`src/pkg/sector_protect_cfg.svh`:
```
// Purpose: constants for the sector protection command decoder
// Assumes: word addresses, 16-bit data, one 32-bit register per offset
// Notes:   axi offsets are byte addresses
`ifndef SECTOR_PROTECT_CFG_SVH
`define SECTOR_PROTECT_CFG_SVH
`define SP_OFF_CMD      12'h000
`define SP_OFF_RDATA    12'h004
`define SP_OFF_STATUS   12'h008
`define SP_OFF_SECTOR   12'h00C
`define SP_OFF_PROG     12'h010
`define SP_OFF_CTRL     12'h014
`define SP_CMD_UNLOCK1  8'hAA
`define SP_CMD_UNLOCK2  8'h55
`define SP_ADDR_UNLOCK1 14'h0555
`define SP_ADDR_UNLOCK2 14'h02AA
`define SP_CMD_PWD      8'h60
`define SP_CMD_NVOL     8'hC0
`define SP_CMD_FREEZE   8'h50
`define SP_CMD_VOL      8'hE0
`define SP_CMD_PGM      8'hA0
`define SP_CMD_ERASE    8'h80
`define SP_CMD_ERASE2   8'h30
`define SP_CMD_EXIT1    8'h90
`define SP_CMD_EXIT2    8'h00
`define SP_CMD_RESET    8'hF0
`define SP_CMD_WBUF     8'h25
`define SP_CMD_COMMIT   8'h29
`define SP_SECT_LSB     14
`define SP_CMD_ABITS    14
`define SP_STAT_UNLOCK  16'h0000
`define SP_STAT_LOCK    16'h0001
`endif

```
`src/pkg/sector_protect_pkg.sv`:
```
// Purpose: types for the sector protection command decoder
// Assumes: nothing
// Notes:   none
`default_nettype none
package sector_protect_pkg;
	typedef enum {
		ST_READ, ST_UL1, ST_UL2,
		ST_SET_IDLE, ST_SET_PGM, ST_SET_X90, ST_SET_ERA,
		ST_PWD_CNT, ST_PWD_W, ST_PWD_COMMIT, ST_PWD_FAIL,
		ST_WB_CNT, ST_WB_LOAD, ST_WB_COMMIT
	} cmd_state_e;
	typedef enum {
		SET_NONE, SET_PWD, SET_NVOL, SET_FREEZE, SET_VOL
	} cmd_set_e;
	typedef struct packed {
		logic [31:0] addr;
		logic [15:0] data;
	} bus_cycle_s;
	typedef struct packed {
		logic        avalid;
		logic        wvalid;
		logic        bvalid;
		logic        rvalid;
		logic [31:0] rdata;
		logic [11:0] waddr;
		logic [11:0] raddr;
		logic [31:0] wdata;
	} axi_s;
endpackage
`default_nettype wire

```
`src/design/sector_protect_cmd_decoder.sv`:
```
// Purpose: sector protection and buffered program command decoder
// Assumes: host bus cycles arrive as pin strobes on aclk
// Notes:   axi-lite gives software a view of lock state and programs
// Behaviour
// program address latched at first of address strobe rise or clock edge
// program data latched at first of write strobe or chip select rise
// status read drives bit zero low if protected, high if not
// password is four 16-bit words selected by address bits one and zero
// buffer load locations must lie in the starting address's page
// buffer write starts 25 at sector, then word count minus one
// single 29 at sector address commits buffer to array
// host issues command cycles as writes except designated reads
// upper data byte ignored in command cycles except data and password
// address bits from bit 14 upward ignored when decoding commands
// host issues reset after wrong values or ordering
// exit needs no cycles when bank already reads array
// lock status read returns 0000h unlocked and 0001h locked
// host must exit after password program or unlock
// read data changes only on rising clock edge
// volatile set entered by unlock then E0; A0 sector 00 sets, 01 clears
// sets exit with 90 then 00; freeze set entered by 50, set by A0 00
//
// The implementer's own choices: the placing of the registers and register access over AXI4-Lite.
`include "sector_protect_cfg.svh"
`default_nettype none
module sector_protect_cmd_decoder #(
	parameter int SECT_BITS = 9,
	parameter int ADDR_BITS = 24,
	parameter int BUF_WORDS = 32
) (
	input  wire logic                 aclk,
	input  wire logic                 aresetn,
	input  wire logic                 clk_en,
	input  wire logic [ADDR_BITS-1:0] bus_addr,
	input  wire logic [15:0]          bus_din,
	input  wire logic                 address_valid_strobe,
	input  wire logic                 write_strobe,
	input  wire logic                 chip_select_pulse,
	input  wire logic                 bus_clk_edge,
	input  wire logic                 bus_read,
	output logic [15:0]               bus_dout,
	input  wire logic [11:0]          s_axi_awaddr,
	input  wire logic                 s_axi_awvalid,
	output logic                      s_axi_awready,
	input  wire logic [31:0]          s_axi_wdata,
	input  wire logic [3:0]           s_axi_wstrb,
	input  wire logic                 s_axi_wvalid,
	output logic                      s_axi_wready,
	output logic [1:0]                s_axi_bresp,
	output logic                      s_axi_bvalid,
	input  wire logic                 s_axi_bready,
	input  wire logic [11:0]          s_axi_araddr,
	input  wire logic                 s_axi_arvalid,
	output logic                      s_axi_arready,
	output logic [31:0]               s_axi_rdata,
	output logic [1:0]                s_axi_rresp,
	output logic                      s_axi_rvalid,
	input  wire logic                 s_axi_rready
);
	localparam int NSECT = 1 << SECT_BITS;
	localparam int BW = $clog2(BUF_WORDS);

	typedef struct packed {
		sector_protect_pkg::cmd_state_e st;
		sector_protect_pkg::cmd_set_e   set;
		logic [NSECT-1:0]               nvol_lock;
		logic [NSECT-1:0]               vol_lock;
		logic                           freeze;
		logic [63:0]                    password_word;
		logic                           pwd_mode;
		logic [1:0]                     pwd_idx;
		logic                           pwd_ok;
		logic [SECT_BITS-1:0]           wb_sect;
		logic [ADDR_BITS-1:0]           wb_base;
		logic [BW-1:0]                  wb_left;
		logic [BW:0]                    wb_fill;
		logic [ADDR_BITS-1:0]           prog_addr;
		logic                           addr_held;
		logic                           data_held;
		logic [15:0]                    prog_data;
		logic [15:0]                    dout;
		logic [15:0]                    commits;
		logic                           page_err;
		sector_protect_pkg::axi_s       ax;
	} state_s;

	state_s q;
	state_s d;
	logic [15:0] wbuf_q [BUF_WORDS];
	logic        wb_we;
	logic [BW-1:0] wb_idx;

	// command-cycle decode, bits 14 and above dropped
	function automatic logic is_cyc(input logic [ADDR_BITS-1:0] a,
			input logic [15:0] dat, input logic [13:0] ca,
			input logic [7:0] cd);
		is_cyc = (a[`SP_CMD_ABITS-1:0] == ca) && (dat[7:0] == cd);
	endfunction

	function automatic logic [SECT_BITS-1:0] sect_of(
			input logic [ADDR_BITS-1:0] a);
		sect_of = a[`SP_SECT_LSB +: SECT_BITS];
	endfunction

	logic                 wr_cyc;
	logic [7:0]           cmd;
	logic [SECT_BITS-1:0] sect;
	logic                 locked;
	logic                 aw_go;
	logic                 ar_go;

	always_comb begin
		wr_cyc = write_strobe | chip_select_pulse;
		cmd = bus_din[7:0];
		sect = sect_of(bus_addr);
		locked = q.nvol_lock[sect] | q.vol_lock[sect];
		aw_go = q.ax.avalid && q.ax.wvalid && !q.ax.bvalid;
		ar_go = s_axi_arvalid && !q.ax.rvalid;
		wb_we = 1'b0;
		wb_idx = q.prog_addr[BW-1:0];
		d = q;
		// program address: first of strobe rise or bus clock edge
		if ((address_valid_strobe || bus_clk_edge) && !q.addr_held) begin
			d.prog_addr = bus_addr;
			d.addr_held = 1'b1;
		end
		if (!address_valid_strobe && !bus_clk_edge)
			d.addr_held = 1'b0;
		if (wr_cyc && !q.data_held) begin
			d.prog_data = bus_din;
			d.data_held = 1'b1;
		end
		if (!wr_cyc)
			d.data_held = 1'b0;
		if (bus_read) begin
			// outputs registered, change only at rising aclk
			case (q.set)
			sector_protect_pkg::SET_PWD:
				d.dout = q.password_word[{bus_addr[1:0], 4'h0} +: 16];
			sector_protect_pkg::SET_FREEZE:
				d.dout = {15'h0000, !q.freeze};
			sector_protect_pkg::SET_NVOL,
			sector_protect_pkg::SET_VOL:
				d.dout = {15'h0000, !locked};
			default:
				d.dout = locked ? `SP_STAT_LOCK : `SP_STAT_UNLOCK;
			endcase
		end
		if (wr_cyc && !q.data_held) begin
			case (q.st)
			sector_protect_pkg::ST_READ: begin
				// already in array read: exit simply stays here
				if (is_cyc(bus_addr, bus_din, `SP_ADDR_UNLOCK1,
						`SP_CMD_UNLOCK1))
					d.st = sector_protect_pkg::ST_UL1;
				else if (cmd == `SP_CMD_WBUF) begin
					d.wb_sect = sect;
					d.st = sector_protect_pkg::ST_WB_CNT;
				end
			end
			sector_protect_pkg::ST_UL1:
				d.st = is_cyc(bus_addr, bus_din, `SP_ADDR_UNLOCK2,
					`SP_CMD_UNLOCK2) ? sector_protect_pkg::ST_UL2
					: sector_protect_pkg::ST_READ;
			sector_protect_pkg::ST_UL2: begin
				d.st = sector_protect_pkg::ST_SET_IDLE;
				case (cmd)
				`SP_CMD_PWD:    d.set = sector_protect_pkg::SET_PWD;
				`SP_CMD_NVOL:   d.set = sector_protect_pkg::SET_NVOL;
				`SP_CMD_FREEZE: d.set = sector_protect_pkg::SET_FREEZE;
				`SP_CMD_VOL:    d.set = sector_protect_pkg::SET_VOL;
				default:        d.st = sector_protect_pkg::ST_READ;
				endcase
			end
			sector_protect_pkg::ST_SET_IDLE:
				if (cmd == `SP_CMD_PGM)
					d.st = sector_protect_pkg::ST_SET_PGM;
				else if (cmd == `SP_CMD_EXIT1)
					d.st = sector_protect_pkg::ST_SET_X90;
				else if (cmd == `SP_CMD_ERASE &&
						q.set == sector_protect_pkg::SET_NVOL)
					d.st = sector_protect_pkg::ST_SET_ERA;
				else if (cmd == `SP_CMD_WBUF &&
						q.set == sector_protect_pkg::SET_PWD) begin
					d.pwd_ok = 1'b1;
					d.st = sector_protect_pkg::ST_PWD_CNT;
				end
			sector_protect_pkg::ST_SET_PGM: begin
				d.st = sector_protect_pkg::ST_SET_IDLE;
				case (q.set)
				sector_protect_pkg::SET_VOL:
					if (!q.freeze)
						d.vol_lock[sect] = !bus_din[0];
				sector_protect_pkg::SET_NVOL:
					if (!q.freeze && cmd == 8'h00)
						d.nvol_lock[sect] = 1'b1;
				sector_protect_pkg::SET_FREEZE:
					if (cmd == 8'h00)
						d.freeze = 1'b1;
				sector_protect_pkg::SET_PWD:
					if (!q.pwd_mode)
						d.password_word[{bus_addr[1:0], 4'h0} +: 16] = bus_din;
				default: d.st = sector_protect_pkg::ST_READ;
				endcase
			end
			sector_protect_pkg::ST_SET_ERA: begin
				if (cmd == `SP_CMD_ERASE2 && !q.freeze)
					d.nvol_lock = '0;
				d.st = sector_protect_pkg::ST_SET_IDLE;
			end
			sector_protect_pkg::ST_SET_X90:
				if (cmd == `SP_CMD_EXIT2) begin
					d.st = sector_protect_pkg::ST_READ;
					d.set = sector_protect_pkg::SET_NONE;
				end else
					d.st = sector_protect_pkg::ST_SET_IDLE;
			sector_protect_pkg::ST_PWD_CNT: begin
				d.pwd_idx = 2'd0;
				d.st = sector_protect_pkg::ST_PWD_W;
			end
			sector_protect_pkg::ST_PWD_W: begin
				// full 16 bits compared, word chosen by addr bits 1:0
				if (bus_din != q.password_word[{bus_addr[1:0], 4'h0} +: 16])
					d.pwd_ok = 1'b0;
				d.pwd_idx = q.pwd_idx + 2'd1;
				if (q.pwd_idx == 2'd3)
					d.st = sector_protect_pkg::ST_PWD_COMMIT;
			end
			sector_protect_pkg::ST_PWD_COMMIT: begin
				if (cmd == `SP_CMD_COMMIT && q.pwd_ok)
					d.freeze = 1'b0;
				d.st = sector_protect_pkg::ST_SET_IDLE;
			end
			sector_protect_pkg::ST_WB_CNT: begin
				d.wb_left = bus_din[BW-1:0];
				d.wb_fill = '0;
				d.page_err = 1'b0;
				d.st = sector_protect_pkg::ST_WB_LOAD;
			end
			sector_protect_pkg::ST_WB_LOAD: begin
				// address of this word is latched in this same cycle
				if (q.wb_fill == '0)
					d.wb_base = d.prog_addr;
				else if (d.prog_addr[ADDR_BITS-1:BW] !=
						q.wb_base[ADDR_BITS-1:BW])
					d.page_err = 1'b1;
				wb_we = 1'b1;
				wb_idx = d.prog_addr[BW-1:0];
				d.wb_fill = q.wb_fill + 1'b1;
				if (q.wb_fill[BW-1:0] == q.wb_left)
					d.st = sector_protect_pkg::ST_WB_COMMIT;
			end
			sector_protect_pkg::ST_WB_COMMIT: begin
				if (cmd == `SP_CMD_COMMIT && sect == q.wb_sect &&
						!q.page_err && !locked)
					d.commits = q.commits + 16'h0001;
				d.st = sector_protect_pkg::ST_READ;
			end
			default: d.st = sector_protect_pkg::ST_READ;
			endcase
			// reset wins over any step outside a command set, but buffered data words are data
			if (cmd == `SP_CMD_RESET &&
					q.set == sector_protect_pkg::SET_NONE &&
					q.st != sector_protect_pkg::ST_WB_LOAD)
				d.st = sector_protect_pkg::ST_READ;
		end
		// axi-lite slave
		if (s_axi_awvalid && !q.ax.avalid) begin
			d.ax.avalid = 1'b1;
			d.ax.waddr = s_axi_awaddr;
		end
		if (s_axi_wvalid && !q.ax.wvalid) begin
			d.ax.wvalid = 1'b1;
			d.ax.wdata = s_axi_wdata;
		end
		if (aw_go) begin
			d.ax.avalid = 1'b0;
			d.ax.wvalid = 1'b0;
			d.ax.bvalid = 1'b1;
			if (q.ax.waddr == `SP_OFF_CTRL && !q.freeze)
				d.pwd_mode = q.ax.wdata[0];
		end
		if (q.ax.bvalid && s_axi_bready)
			d.ax.bvalid = 1'b0;
		if (ar_go) begin
			d.ax.rvalid = 1'b1;
			case (s_axi_araddr)
			`SP_OFF_RDATA:  d.ax.rdata = {16'h0000, q.dout};
			`SP_OFF_STATUS: d.ax.rdata = {28'h0000000, q.page_err,
				q.freeze, q.pwd_mode, q.pwd_ok};
			`SP_OFF_PROG:   d.ax.rdata = {16'h0000, q.commits};
			`SP_OFF_CTRL:   d.ax.rdata = {31'h00000000, q.pwd_mode};
			default:        d.ax.rdata = 32'h00000000;
			endcase
		end
		if (q.ax.rvalid && s_axi_rready)
			d.ax.rvalid = 1'b0;
	end

	always_ff @(posedge aclk) begin
		if (!aresetn)
			q <= '0;
		else if (clk_en)
			q <= d;
	end

	always_ff @(posedge aclk) begin
		if (clk_en && wb_we)
			wbuf_q[wb_idx] <= d.prog_data;
	end

	always_comb begin
		bus_dout = q.dout;
		s_axi_awready = !q.ax.avalid;
		s_axi_wready = !q.ax.wvalid;
		s_axi_bvalid = q.ax.bvalid;
		s_axi_bresp = 2'b00;
		s_axi_arready = !q.ax.rvalid;
		s_axi_rvalid = q.ax.rvalid;
		s_axi_rdata = q.ax.rdata;
		s_axi_rresp = 2'b00;
	end
endmodule
`default_nettype wire

```
`config.mk`:
```
export PLATFORM = sky130hd
export DESIGN_NAME = sector_protect_cmd_decoder
export DESIGN_NICKNAME = d
export VERILOG_FILES = /design/src/pkg/sector_protect_pkg.sv /design/src/design/sector_protect_cmd_decoder.sv
export VERILOG_INCLUDE_DIRS = /design/src /design/src/pkg
export SDC_FILE = /design/constraint.sdc
export NUM_CORES = 2
export LEC_CHECK = 0
export BUFFER_PORTS_ARGS = -buffer_cell sky130_fd_sc_hd__buf_2
export CAP_MARGIN = 5
export CORE_MARGIN = 2
export CORE_UTILIZATION = 60
export DETAILED_ROUTE_END_ITERATION = 10
export PLACE_DENSITY = 0.77
export SLEW_MARGIN = 0
export SYNTH_ARGS = -nofsm -noshare
export SYNTH_HDL_FRONTEND = slang
export SYNTH_SLANG_ARGS = --single-unit
```
`constraint.sdc`:
```
create_clock -name aclk -period 8.2 [get_ports aclk]
set_input_delay 2.46 -clock aclk [delete_from_list [all_inputs] [get_ports aclk]]
set_output_delay 2.46 -clock aclk [all_outputs]
set_load 0.005 [all_outputs]
```
# After elaboration in Yosys (flattened, before gate mapping)
# Cells that the tools add are included.
[totals]
word_cells = 245
input_bits = 113
output_inout_bits = 57
regBits = 1325
[classes]
reduce_logical = 82
order_cmp = 2
bitwise = 6
n_addsub = 4
mux = 57
shifts = 3
eq_ne = 64
[op_table]
columns = ["op", "n"]
rows = [
  ["$mux 512", 3],
  ["$pmux 512 s2", 1],
  ["$bwmux 512", 1],
  ["$or 512x512->512", 1],
  ["$pmux 32 s11", 1],
  ["$mux 32", 10],
  ["$eq 32x3->1 const B", 6],
  ["$eq 32x2->1 const B", 5],
  ["$eq 32x4->1 const B", 5],
  ["$pmux 32 s4", 1],
  ["$bwmux 64", 1],
  ["$eq 32x1->1 const B", 2],
  ["$logic_not 32->1", 2],
  ["$pmux 16 s4", 1],
  ["$pmux 32 s2", 1],
  ["$shift 16x8->64 const A", 1],
  ["$shiftx 16x8->64", 1],
  ["$shiftx 64x7->16", 1],
  ["$eq 8x8->1 const B", 7],
  ["$pmux 16 s3", 1],
  ["$eq 12x5->1 const B", 3],
  ["$mux 33", 1],
  ["$ne 32x5->1 const B", 1],
  ["$mux 25", 1],
  ["48 further kinds", 160],
]

# Depth between registers and ports, before layout
[depth]
ltp_word = 8
ltp_mapped = 17
depth_no_buf = 10

# Worst setup path before layout
# Ideal clock, no wire load.
[synth_path]
path_type = "input to register"
startpoint = "input port bus_addr[15]"
endpoint = "register q[108] (netlist name)"
required_time_ns = 8.128
setup_time_ns = 0.072
path_buffers = 7
path_slack_ns = 2.807
t_arrival_ns = 5.321
cell_stages = 13
path_cell_list = "buf_4 > buf_2 > buf_4 > buf_2 > buf_4 > buf_2 > xnor2_1 > nand3_1 > nor4_1 > and3_1 > buf_2 > and3_1 > mux2i_1"
[synth_between]
elab_chain_len = 6
word_cells_on_any_way = 11
cone_classes = "eq/ne (1); mux (4); bitwise (1); reduce/logical (5)"
[synth_lines]
columns = ["element", "line_no", "text"]
rows = [
  ["start: declaration", "sector_protect_cmd_decoder.sv:34", "input wire logic [ADDR_BITS-1:0] bus_addr,"],
  ["$bmux 1 s9", "sector_protect_cmd_decoder.sv:116", "locked = q.nvol_lock[sect] | q.vol_lock[sect];"],
  ["$mux 1 (not written as such)", "sector_protect_cmd_decoder.sv:116", ""],
  ["$or 1x1->1", "sector_protect_cmd_decoder.sv:116", ""],
  ["$logic_not 1->1", "sector_protect_cmd_decoder.sv:255", "!q.page_err && !locked)"],
  ["$logic_and 1x1->1 (*)", "sector_protect_cmd_decoder.sv:254", "if (cmd == `SP_CMD_COMMIT && sect == q.wb_sect &&"],
  ["$reduce_and 4->1 (no source line) (*)", "n/a", ""],
  ["end signal: assignment", "sector_protect_cmd_decoder.sv:302", "q <= '0;"],
  ["end signal: assignment", "sector_protect_cmd_decoder.sv:304", "q <= d;"],
  ["end: declaration", "sector_protect_cmd_decoder.sv:87", "state_s q;"],
]
# Mark *: on every way between the ends. The rest lies on a longest branch, timed or not. The select of a mux whose other input is x is not followed.
# A chain may end at the register's enable or synchronous reset.

# Final worst setup path
[layout_path]
startpoint = "input port bus_addr[14]"
endpoint = "register q[108] (netlist name)"
# Same word-level chain as after synthesis.

==> summary.md <==
| Metric | Value |
|---|---|
| Status | complete, no violations |
| YS warnings | 0 |
| HP Class | flip-flop to flip-flop |
| CP required | 8.83 ns |
| Cell Area, Synth | 51960 µm² |
| Setup Crit Path Kind | input port to flip-flop |
| Root buf cell | clkbuf_16 |
| Post-synth ARST share | 0 |
| Vias per inst | approximately 6.5 |
| RSZ-0062 raised after global routing | false |
| Skew-Pair Late Insertion Delay | around 0.7 ns |
| First-pass GRT wire length | roughly 250000 µm |
| Vias in the first global route | 44.08k |
| Leakage | about 20 nW |
| Initial DRC count | 6420 |
| Ports | 170 |
| CTS tree | built |
| Die Width | just under 300 µm |
| Max Cap Viol | 0 |
| Layout area overhead | 9.937% |
| CTS Buf Count | 120 |
| Cell row count | 107 |
| EDFF count, synth | 0 |
| Setup violations, final | 0 |
| Hold Path Stages | 2 |
| Die area | 88980 µm² |
| Arrival time at the worst endpoint | 7.33 ns |
| Post-Place Cells | 6945 |
| Core area | between 80000 and 90000 µm² |
| Crit start category | input port |
| Layout Cells excl Fill | 7178 |
| Post_cts resized | 0 |
| Period Utilization, post-route | 0.8170 |
| Top_reg_cell synth | dfxtp_1 |
| Die height | 298.3 µm |
| CP cell instances | buf_8 -> buf_4 -> mux4_2 -> a22oi_1 -> a21oi_1 -> nor4_1 -> a21oi_1 -> or4_1 -> nor4_2 -> buf_4 -> and3_1 -> and3_1 -> mux2i_1 |
| Reg2reg start | q[551]$_SDFFE_PN0P_ |
| GRT Total Usage | 0.3617 |
| Routed WL | roughly 170000 µm |
| Cell family with most CP delay | simple AND/OR/NAND/NOR gates |
| Effective utilization at floorplan | 0.6074 |
| Layout Skew | 0.02553 ns |
| Gpl congestion | 0.9196 |
| Residual DRC count | 0 |
| Final Hold Vio Count | 0 |
| Avg Cell Area, Syn | about 8.4 µm² |
| Synth Instances | 6156 |
| Worst Tran Pin Value | 1.383 ns |
| Post-layout minimum cycle time | 6.699 ns |
| Reg2reg setup slack | 3.92 ns |
| RR Endpoint | q[108]$_SDFFE_PN0P_ |
| Port bufs | 114 |
| CP max-delay cell | or4_1 |
| Dpl ws | 1.139 ns |
| Final Max Slew Viols | 0 |
| Post-CTS Hold Fix Bufs | 0 |
| Power density cells | 219.0 nW/µm² |
| Pin count of the biggest net entering global routing | 261 |
| Postcts setup bufs | 0 |
| Share of layout cells above drive strength 1 | 0.1266 |
| FMAX | around 0.15 GHz |
| Bufs and invs on worst path | 3 |
| Routed WL per cell | 23.26 µm |
| CP Max Fanout | 61 |
| Clk sinks | 1226 |
| Worst slew margin | 0.07526 |
| Post-DRT Antenna Nets | 0 |
| GRT overflow | 0 |
| Critical path's largest stage delay | 0.81 ns |
| Initial antenna violation count | 8 |
| Routed vias | 46.75k |
| Seq/Total Area, Yosys | 0.4723 |
| Final net count | 6047 |
| Count of cell types in the netlist | 70 |
| Hold path startpoint | q[234]$_SDFFE_PN0P_ |
| Max Buffers Root-to-Sink | 3 |
| Hold Crit Endpoint | q[234]$_SDFFE_PN0P_ |
| Register bit total from synthesis | between 1k and 1.5k |
| Worst IR Drop VDD | 0.1756 mV |
| Drt pass-1 iters | 7 |
| Total negative setup slack | 0 ns |
| Final HPWL DP | 95190 µm |
| Total number of H-tree levels | 3 |
| Fin worst setup slack | between 1.5 and 2 ns |
| R2R depth | 11 |
| Clock transition at the registers of the reported paths | 0.06 ns |
| CP endpoint kind | flip-flop |
| Power, Total | 12.51 mW |
worst max path at each step:
stage,start,endpoint,cells past startpoint
final,bus_addr[14],q[108]$_SDFFE_PN0P_,13
after global routing,bus_addr[14],q[108]$_SDFFE_PN0P_,13
after CTS,bus_addr[14],q[108]$_SDFFE_PN0P_,13
after detailed placement,bus_addr[14],q[108]$_SDFFE_PN0P_,13
after global placement,bus_addr[14],q[108]$_SDFFE_PN0P_,13
after floorplan,bus_addr[15],q[108]$_SDFFE_PN0P_,13
per-layer routing:
layer / vias to the layer above / track usage / wire length, µm
li1: 20975 / - / -
met1: 22152 / 0.4565 / 62070
met2: 2940 / 0.5728 / 75470
met3: 674 / 0.09232 / 20350
met4: 8 / 0.1888 / 8995
met5: - / 0 / 55
final cells by class:
cell class	count	area [µm²]
Tap cell	1144	1431
Fill cell	6822	28420
Sequential cell	1226	24540
Clock inverter	60	807.0
Multi-Input combinational cell	4278	24900
Antenna cell	5	12.51
Clock buffer	167	3431
Inverter	24	95.09
Timing Repair Buffer	274	1912
synthesized netlist by cell type, drive strengths merged (9+ instances only):
cell type	count	area (µm²)
dfxtp	1226	24540
or3b	9	78.83
a211oi	25	187.7
xor2	36	315.3
mux4	185	4167
nor2b	17	106.4
a221oi	14	122.6
clkbuf	515	1933
nand2b	11	68.82
xnor2	26	227.7
and2	13	81.33
nor3b	13	97.59
inv	23	86.33
nand4	34	212.7
a211o	9	78.83
a21oi	1247	6241
o21ai	528	2643
nor4	21	137.6
nand3	102	510.5
a22oi	112	840.8
mux2	9	101.4
buf	132	845.8
nand2	216	810.8
nor2	1273	4786
o311ai	9	78.83
nor3	116	580.6
ha	10	125.1
a22o	10	87.58
and3	18	112.6
mux2i	99	991.0
metrics by stage:
stage / util / hold slack (ns) / cell area, µm²
after global placement: 0.6178 / 0.4345 / 52850
after global routing: 0.6676 / 0.4693 / 57110
after detailed placement: 0.6178 / 0.4399 / 52850
final: 0.6678 / 0.4505 / 57130
after CTS: 0.6673 / 0.4484 / 57090
after floorplan: - / 0.4287 / 52030
cell families (layout without fill, tap and decap cells):
kind of cell / after synthesis / in the layout / share of synthesized area
AOI/OAI and AO/OA: 2006 / 2006 / 0.2057
xor gates and xnor gates: 62 / 62 / 0.01045
adders and majority gates: 10 / 10 / 0.002408
buffers and inverters: 671 / 525 / 0.05521
DFF: 1226 / 1226 / 0.4723
muxes: 293 / 293 / 0.1012
other: 1 / 25 / 0.00007217
and+or+nand+nor: 1887 / 1887 / 0.1526
flip-flops by register name (all words and copies together), names as in the netlist:
| signal | flops |
|---|---|
| s_axi_bvalid | 1 |
| q | 1192 |
| s_axi_rdata | 16 |
| s_axi_rvalid | 1 |
| bus_dout | 16 |
worst reg2reg max path, stage by stage (launching register included):
cell and delay (ns):
dfxtp_1 0.32, mux4_2 0.46, a22oi_1 0.28, a21oi_1 0.15, nor4_1 0.64, a21oi_1 0.31
or4_1 0.81, nor4_2 0.21, buf_4 0.25, and3_1 0.36, and3_1 0.23, mux2i_1 0.17
power by group:
group / internal (mW) / switching (mW) / leakage, nW
Clock: 3.46 / 2.43 / 2.07
Combinational: 0.183 / 0.459 / 8.08
Sequential: 5.97 / 0.00845 / 9.88
Total: 9.61 / 2.90 / 20.0
placed cells by master, fill, tap and decap left out, types with 84 or more instances in the layout:
master / n
nor2_1: 1241
buf_2: 110
nand2_1: 216
dfxtp_1: 1226
clkbuf_16: 121
mux4_2: 185
a21oi_1: 1247
o21ai_0: 527
buf_4: 153
mux2i_1: 99
nand3_1: 102
a22oi_1: 112
nor3_1: 84
Note: power is estimated with default switching activity, not from simulation.
